==> config.mk <==
export PLATFORM = sky130hd
export DESIGN_NAME = rsdc_top
export DESIGN_NICKNAME = d
export VERILOG_FILES = /design/src/core/rsdc_top.v
export VERILOG_INCLUDE_DIRS = /design/src /design/src/core
export SDC_FILE = /design/constraint.sdc
export NUM_CORES = 1
export LEC_CHECK = 0
export BUFFER_PORTS_ARGS = -buffer_cell sky130_fd_sc_hd__buf_4
export CAP_MARGIN = 20
export CORE_AREA = 4 4 132 134
export CTS_CLUSTER_SIZE = 30
export DETAILED_ROUTE_END_ITERATION = 16
export DIE_AREA = 0 0 136 138
export GPL_TIMING_DRIVEN = 0
export HOLD_SLACK_MARGIN = 0.1
export PLACE_DENSITY = 0.63
export SLEW_MARGIN = 20
export SYNTH_ARGS = -nofsm -noshare
export SYNTH_HDL_FRONTEND = slang
export SYNTH_SLANG_ARGS = --single-unit
==> constraint.sdc <==
create_clock -name clk_i -period 2.57 [get_ports clk_i]
set_input_delay 0.257 -clock clk_i [delete_from_list [all_inputs] [get_ports clk_i]]
set_output_delay 0.257 -clock clk_i [all_outputs]
set_load 0.01 [all_outputs]
==> src/core/rsdc_map.vh <==
// register map, field layout and reset values of the clock configuration
// Operation
// - enable high: prescaled reference to backplane and phase detector
// - enable low: driver off, backplane input goes to phase detector
// - prescaler divides by 1, 4, 5 or 8; 00 is /4 default, 01 is /5
// - vco equals reference times feedback input and feedback output dividers
// - each output pair divides vco by its own select: 0 is /4, 1 is /5
// - an output divider select left at default gives divide-by-4
// - enable field 01 lets only first and second pairs toggle
// - feedback output divider defaults to 4, feedback input divider to 5
// - backplane driver enable defaults to one, backplane pair is output
`ifndef RSDC_MAP_VH
`define RSDC_MAP_VH

`define RSDC_CTRL_OFS      12'h000
`define RSDC_STAT_OFS      12'h004

`define RSDC_BP_EN_BIT     0
`define RSDC_PRE_LSB       1
`define RSDC_PRE_MSB       2
`define RSDC_QSEL_LSB      4
`define RSDC_QSEL_MSB      7
`define RSDC_OE_LSB        8
`define RSDC_OE_MSB        9
`define RSDC_FBO_LSB       12
`define RSDC_FBO_MSB       15
`define RSDC_FBI_LSB       16
`define RSDC_FBI_MSB       19

`define RSDC_BP_EN_RST     1'b1
`define RSDC_PRE_RST       2'b00
`define RSDC_QSEL_RST      4'h0
`define RSDC_OE_RST        2'b00
`define RSDC_FBO_RST       4'h4
`define RSDC_FBI_RST       4'h5

`define RSDC_PRE_DIV4      2'b00
`define RSDC_PRE_DIV5      2'b01
`define RSDC_PRE_DIV1      2'b10
`define RSDC_PRE_DIV8      2'b11

`define RSDC_OE_ALL        2'b00
`define RSDC_OE_TWO        2'b01
`define RSDC_OE_ONE        2'b10
`define RSDC_OE_NONE       2'b11

`define RSDC_QDIV_LO       4'h4
`define RSDC_QDIV_HI       4'h5

`endif

==> src/core/rsdc_top.v <==
// reference select, prescaler, feedback and output dividers with apb control
`timescale 1ns/1ns
`include "rsdc_map.vh"

// one glitch-free divider stage driven by rising edges of its source
module rsdc_div (
    input  wire       clk_i,
    input  wire       rst_n_i,
    input  wire       src_i,
    input  wire       tick_i,
    input  wire [3:0] div_i,
    input  wire       en_i,
    output reg        q_o,
    output reg        rise_o
);
    reg  [3:0] cnt_q;
    reg  [3:0] div_q;
    reg        en_q;
    wire [3:0] div_eff = (div_i == 4'h0) ? 4'h1 : div_i;
    wire       wrap    = (cnt_q >= div_q - 4'h1);
    wire [3:0] cnt_d   = wrap ? 4'h0 : cnt_q + 4'h1;
    // ceil(n/2) without the 4-bit wrap of n+1 at n = 15
    wire [3:0] half    = {1'b0, div_q[3:1]} + {3'b000, div_q[0]};
    wire       q_d     = (div_q == 4'h1) ? src_i : (cnt_d < half);

    // new ratio and enable are taken at the end of a full period, or on every clock while the ratio is 1
    always @(posedge clk_i) begin
        if (!rst_n_i) begin
            cnt_q  <= 4'h0;
            div_q  <= 4'h1;
            en_q   <= 1'b0;
            q_o    <= 1'b0;
            rise_o <= 1'b0;
        end else begin
            rise_o <= 1'b0;
            if (div_q == 4'h1) begin
                q_o    <= en_q & q_d;
                rise_o <= en_q & q_d & ~q_o;
                div_q  <= div_eff;
                en_q   <= en_i;
            end else if (tick_i) begin
                cnt_q  <= cnt_d;
                q_o    <= en_q & q_d;
                rise_o <= en_q & q_d & ~q_o;
                if (wrap) begin
                    div_q <= div_eff;
                    en_q  <= en_i;
                    q_o   <= en_i;
                    rise_o <= en_i & ~q_o;
                end
            end
        end
    end
endmodule

// top: configuration registers and the clock divider network
module rsdc_top #(
    parameter NUM_OUT = 4
) (
    input  wire               clk_i,
    input  wire               rst_n_i,
    input  wire               psel_i,
    input  wire               penable_i,
    input  wire               pwrite_i,
    input  wire [11:0]        paddr_i,
    input  wire [31:0]        pwdata_i,
    output reg  [31:0]        prdata_o,
    output reg                pready_o,
    output reg                pslverr_o,
    input  wire               local_ref_i,
    input  wire               vco_i,
    input  wire               backplane_p_i,
    output reg                backplane_p_o,
    output reg                backplane_n_o,
    output reg                backplane_oe_o,
    output reg                pd_ref_o,
    output reg                pd_fb_o,
    output reg  [NUM_OUT-1:0] out_pair_p_o,
    output reg  [NUM_OUT-1:0] out_pair_n_o
);
    reg                backplane_driver_enable_q;
    reg  [1:0]         reference_prescaler_select_q;
    reg  [NUM_OUT-1:0] output_divider_select_q;
    reg  [1:0]         output_enable_q;
    reg  [3:0]         feedback_output_divider_q;
    reg  [3:0]         feedback_input_divider_q;
    reg                ref_prev_q;
    reg                vco_prev_q;
    reg  [3:0]         pre_div;
    reg  [NUM_OUT-1:0] pair_en;
    reg  [31:0]        rdata_d;
    reg                err_d;
    wire [31:0]        ctrl_val;
    wire [31:0]        stat_val;
    wire               pre_q;
    wire               pre_rise;
    wire               fbo_q;
    wire               fbo_rise;
    wire               fbi_q;
    wire [NUM_OUT-1:0] pair_q;
    wire               acc = psel_i & penable_i & pready_o;
    wire               ref_tick = local_ref_i & ~ref_prev_q;
    wire               vco_tick = vco_i & ~vco_prev_q;

    // source edge detectors; track the pins in reset, no false edge
    always @(posedge clk_i) begin
        if (!rst_n_i) begin
            ref_prev_q <= local_ref_i;
            vco_prev_q <= vco_i;
        end else begin
            ref_prev_q <= local_ref_i;
            vco_prev_q <= vco_i;
        end
    end

    // prescaler ratio decode
    always @* begin
        case (reference_prescaler_select_q)
            `RSDC_PRE_DIV4: pre_div = 4'h4;
            `RSDC_PRE_DIV5: pre_div = 4'h5;
            `RSDC_PRE_DIV1: pre_div = 4'h1;
            default:        pre_div = 4'h8;
        endcase
    end

    // output enable field decode
    always @* begin
        pair_en = {NUM_OUT{1'b0}};
        case (output_enable_q)
            `RSDC_OE_ALL: pair_en = {NUM_OUT{1'b1}};
            `RSDC_OE_TWO: pair_en[1:0] = 2'b11;
            `RSDC_OE_ONE: pair_en[0] = 1'b1;
            default:      pair_en = {NUM_OUT{1'b0}};
        endcase
    end

    // local reference prescaler
    rsdc_div u_pre (
        .clk_i   (clk_i),
        .rst_n_i (rst_n_i),
        .src_i   (local_ref_i),
        .tick_i  (ref_tick),
        .div_i   (pre_div),
        .en_i    (1'b1),
        .q_o     (pre_q),
        .rise_o  (pre_rise)
    );

    // feedback output divider then feedback input divider
    rsdc_div u_fbo (
        .clk_i   (clk_i),
        .rst_n_i (rst_n_i),
        .src_i   (vco_i),
        .tick_i  (vco_tick),
        .div_i   (feedback_output_divider_q),
        .en_i    (1'b1),
        .q_o     (fbo_q),
        .rise_o  (fbo_rise)
    );

    rsdc_div u_fbi (
        .clk_i   (clk_i),
        .rst_n_i (rst_n_i),
        .src_i   (fbo_q),
        .tick_i  (fbo_rise),
        .div_i   (feedback_input_divider_q),
        .en_i    (1'b1),
        .q_o     (fbi_q),
        .rise_o  ()
    );

    // output pair dividers, /4 or /5 each
    genvar gi;
    generate
        for (gi = 0; gi < NUM_OUT; gi = gi + 1) begin : g_pair
            rsdc_div u_q (
                .clk_i   (clk_i),
                .rst_n_i (rst_n_i),
                .src_i   (vco_i),
                .tick_i  (vco_tick),
                .div_i   (output_divider_select_q[gi] ?
                          `RSDC_QDIV_HI : `RSDC_QDIV_LO),
                .en_i    (pair_en[gi]),
                .q_o     (pair_q[gi]),
                .rise_o  ()
            );
        end
    endgenerate

    // pins: backplane driver, phase detector inputs, output pairs
    always @(posedge clk_i) begin
        if (!rst_n_i) begin
            backplane_p_o  <= 1'b0;
            backplane_n_o  <= 1'b1;
            backplane_oe_o <= 1'b0;
            pd_ref_o       <= 1'b0;
            pd_fb_o        <= 1'b0;
            out_pair_p_o   <= {NUM_OUT{1'b0}};
            out_pair_n_o   <= {NUM_OUT{1'b1}};
        end else begin
            backplane_oe_o <= backplane_driver_enable_q;
            backplane_p_o  <= pre_q;
            backplane_n_o  <= ~pre_q;
            pd_ref_o       <= backplane_driver_enable_q ?
                              pre_q : backplane_p_i;
            pd_fb_o        <= fbi_q;
            out_pair_p_o   <= pair_q;
            out_pair_n_o   <= ~pair_q;
        end
    end

    assign ctrl_val = {12'h000, feedback_input_divider_q,
                       feedback_output_divider_q, 2'b00, output_enable_q,
                       {(4-NUM_OUT){1'b0}}, output_divider_select_q,
                       1'b0, reference_prescaler_select_q,
                       backplane_driver_enable_q};
    assign stat_val = {20'h0_0000, {(4-NUM_OUT){1'b0}}, out_pair_p_o,
                       pair_en, backplane_oe_o, pd_fb_o,
                       pd_ref_o, backplane_p_i};

    // apb read mux and unmapped decode
    always @* begin
        rdata_d = 32'h0000_0000;
        err_d   = 1'b0;
        if (paddr_i == `RSDC_CTRL_OFS) begin
            rdata_d = ctrl_val;
        end else if (paddr_i == `RSDC_STAT_OFS) begin
            rdata_d = stat_val;
            err_d   = pwrite_i;
        end else begin
            err_d   = 1'b1;
        end
    end

    // apb handshake: one wait state, answer registered
    always @(posedge clk_i) begin
        if (!rst_n_i) begin
            pready_o  <= 1'b0;
            prdata_o  <= 32'h0000_0000;
            pslverr_o <= 1'b0;
        end else begin
            pready_o  <= psel_i & penable_i & ~pready_o;
            prdata_o  <= (psel_i & penable_i & ~pready_o & ~pwrite_i) ?
                         rdata_d : 32'h0000_0000;
            pslverr_o <= psel_i & penable_i & ~pready_o & err_d;
        end
    end

    // control register, defaults match unstrapped pins
    always @(posedge clk_i) begin
        if (!rst_n_i) begin
            backplane_driver_enable_q    <= `RSDC_BP_EN_RST;
            reference_prescaler_select_q <= `RSDC_PRE_RST;
            output_divider_select_q      <= `RSDC_QSEL_RST;
            output_enable_q              <= `RSDC_OE_RST;
            feedback_output_divider_q    <= `RSDC_FBO_RST;
            feedback_input_divider_q     <= `RSDC_FBI_RST;
        end else if (acc & pwrite_i & (paddr_i == `RSDC_CTRL_OFS)) begin
            backplane_driver_enable_q    <= pwdata_i[`RSDC_BP_EN_BIT];
            reference_prescaler_select_q <=
                pwdata_i[`RSDC_PRE_MSB:`RSDC_PRE_LSB];
            output_divider_select_q      <=
                pwdata_i[`RSDC_QSEL_LSB+NUM_OUT-1:`RSDC_QSEL_LSB];
            output_enable_q              <=
                pwdata_i[`RSDC_OE_MSB:`RSDC_OE_LSB];
            feedback_output_divider_q    <=
                pwdata_i[`RSDC_FBO_MSB:`RSDC_FBO_LSB];
            feedback_input_divider_q     <=
                pwdata_i[`RSDC_FBI_MSB:`RSDC_FBI_LSB];
        end
    end
endmodule

==> results summary <==
For the worst setup path, the data required time is about 2900 ps. In this run the number of H-tree levels came out at 4. For this run, asynchronously set or reset flops after synthesis account for 0. After detailed routing, the number of vias per cell comes to 5.062. The data arrival time of the critical path came out at between 2000 and 3000 ps. The most frequent standard cell in the layout excluding fill and tap cells is buf_4.

The maximum vdd ir drop came out at 0.4610 mV. Counting flops and latches in the post-synthesis netlist gives 116. Leaving out fill and tap cells, the most frequent cells in the layout are 115 x buf_4, 98 x dfxtp_1, 58 x nand2_1. The overall overflow remaining after global route is 0. The final-layout worst hold slack is ~110 ps. The number of vias in the routed layout is approximately 5,400.

For this design the static power due to leakage is 3.466 nW. The final clock period utilization by the worst path came out at 1.008. The total count of hold-check failures in the final report is 0. Setup repair after global routing could not meet its margin everywhere. The largest clock skew in the final design came out at ~11 ps. The cell area after layout is 8366 µm². The wire length of the first global-routing pass came out at 26,570 µm.

The number of buffers between clock root and the deepest sink came out at 2. In this run, CTS created clock tree buffers numbering 17. The clock network latency to the later pin of the worst-skew pair is between 400 and 500 ps. The via count of the first global-routing pass is approximately 5,200. The core region is around 16,000 µm². The final estimated routing congestion in global placement came out at ~0.84. The die is approximately 140 µm wide. The fraction of the yosys area taken by sequential cells is 0.3653. Setup slack on the critical path of the routed design comes to -20.43 ps. In this run the core area contains 47 standard-cell rows. The starting utilization of the core area came out at 0.3903. The critical path is of the reg -> reg type. The clock transition at the registers of the reported paths is ~60 ps. Counting flops per register, the top entry is prdata_o. The endpoint class of the critical path is a register. The final core utilization came out at 0.5136. The starting DRC count in detailed routing came out at 322. TritonCTS built the clock tree.

The number of top-level design ports is 99. The type of the most critical hold path is in -> reg. The average instance area after synthesis is 9.069 µm². The number of flops mapped to enable cells by yosys came out at 0.

The biggest area contributor in the post-synthesis netlist is dfxtp_1. The first-pass iteration count of the detailed router came out at 6. The gate count after technology mapping is between 700 and 800.

The post-detailed-route count of antenna-violating nets is 0. The number of cells in the design after placement is around 1,000. In the final layout, the registers with the most flip-flops are prdata_o (20), g_pair.u_q.cnt_q (16), g_pair.u_q.div_q (8). Port buffering added ~70 buffers.

The number of distinct library cells after synthesis came out at 65. For this run, the leading register cell type out of synthesis is dfxtp_1. The initial antenna violation count is 0. The die span in y came out at around 140 µm. The aggregate routed wire length is around 17,000 µm. The net count reported at finish is around 960. The layout cell share with drive strength beyond 1 is 0.2694. The startpoint of the worst-slack reg-to-reg timing path is u_fbo.div_q[1]. The max-slew violation total from the final report is 0. Tracing the worst setup path back leads to its startpoint at u_fbo.div_q[1]. The minimum clock period came out at about 2600 ps. The checks that failed: setup timing.

The antenna diode count came out at 0. The remaining max-slew budget at the tightest pin came out at 0.4824. The routed wirelength normalized by instance count came out at ~16 µm. The pin count of the biggest net entering global routing came out at 17. The placed standard-cell area is about 7200 µm². The origin of the worst min-delay path is pwdata_i[2].

The max-cap violation count is 0. The peak fanout along the critical path is 4. The TritonCTS sink count came out at between 100 and 150. Setup violations remaining at the end of the flow were counted as 1. Summed over all nets, the half-perimeter wirelength after detailed placement is 11,660 µm. The tree is rooted in a clkbuf_16.

The overall track demand over capacity in global routing is 0.1755. The run finished, with violations left. The highest clock rate is approximately 0.39 GHz. The final standard cell count with taps included and fillers excluded is ~1,100.

At the pin with the least slew margin, the transition time is between 700 and 800 ps. By area the synthesized netlist is led by dfxtp_1 37%, ha_1 13%, mux2i_1 3.6%, nand2_1 3.4%, inv_1 2.8%. The overall die area came out at roughly 19,000 µm². The total power density per cell area came out at 784.8 nW/µm². The cell area after synthesis is 6357 µm². Relative to the synthesized area, the layout overhead comes to 31.59%. The setup total negative slack is -20.43 ps. The number of warnings reported in the yosys synthesis log came out at 0. The remaining routing DRC violations came out at 0. The area fraction of the dominant cell type after synthesis came out at 0.3653. The number of flip-flops under the largest register name is 20. The worst setup path is launched from a register.
[metal layers]
layer | GRT usage | wire (µm) | vias to the layer above
met3 | 0.02980 | 780 | 23
met4 | 0.06366 | 285 | 0
met2 | 0.2881 | 7958 | 144
li1 | - | - | 2737
met5 | 0 | 0 | -
met1 | 0.2311 | 7618 | 2512
[path summary, 6_finish.rpt]
path | to | slack, ps | depth (start not counted)
hold reg to reg | out_pair_n_o[3] | 420 | 1
setup reg to reg | u_fbo.rise_o | -20 | 14
hold / removal | reference_prescaler_select_q[1] | 110 | 3
setup / recovery | u_fbo.rise_o | -20 | 14
[per-stage QoR]
stage | power [mW] | setup WS, ps
finish | 6.566 | -20.43
global route | 6.958 | -147.8
CTS | 6.263 | -31.62
detailed placement | 3.866 | -413.2
global placement | 3.843 | -427.1
floorplan | 3.441 | 2.153
[area by class of cell]
class,count,area [µm²]
buffer,38,219.0
clock buffer,24,471.7
clock inverter,6,55.05
fill,1525,7924
inverter,47,181.4
multi-input combinational,510,3966
sequential,116,2357
tap,220,275.3
timing repair buffer,109,839.6
[synth_stat cells (4+ instances only)]
cell       count
nand2_1       58
a31oi_1       13
nor3_1        18
and2_1        24
nand3_1       24
ha_1          67
clkbuf_1      20
nor2_1        46
or3_1          7
a32o_1         9
o211ai_1       8
o21ai_0       26
a2111oi_4      4
dfxtp_1      116
mux2i_1       23
o31ai_1       10
xnor2_1       11
o22ai_1        6
nor4_1         4
a22o_1         9
inv_1         47
nand2b_4       4
and3b_1        7
xor2_1         6
o21a_1        10
nor2b_1       23
a21boi_0      11
nand4_1        6
buf_4         14
nand2b_1       8
a21oi_1       11
[timing repair]
item / 4_1_cts / 5_1_grt
buffers inserted: 15 / 16
resized for setup: 34 / 51
setup endpoints to repair: 8 / 8
gates cloned: 0 / 0
hold buffers: 7 / 0
pin swaps: 21 / 35
endpoints found under the hold margin: 7 / 0
[power breakdown]
group	switching, mW	leakage, nW	total [mW]	internal [mW]
clock	0.790	0.263	2.15	1.36
sequential	0.166	0.950	2.17	2.00
combinational	1.13	2.25	2.25	1.12
total	2.08	3.47	6.57	4.48
[worst max-delay path: stages, from the launching register on]
cell and delay (ps):
dfxtp_4 370, inv_4 40, ha_4 150, xnor2_2 120
ha_2 290, or2_4 240, a21oi_4 170, nor2_4 60
nor2_4 110, ha_4 210, a21oi_2 120, nand4_1 110
a21oi_2 150, o211ai_1 130, a31oi_1 220
[cells by family after synthesis]
logic type      Yosys count  share of synthesized area
xor+xnor                 17                    0.02342
other cells               1                  0.0005899
fa+ha+maj                67                     0.1319
compound gates          141                     0.1718
mux                      24                    0.03798
buf+inv                  86                    0.06199
simple gates            249                     0.2070
flops                   116                     0.3653
No activity file was read; power rests on OpenSTA's default activity.
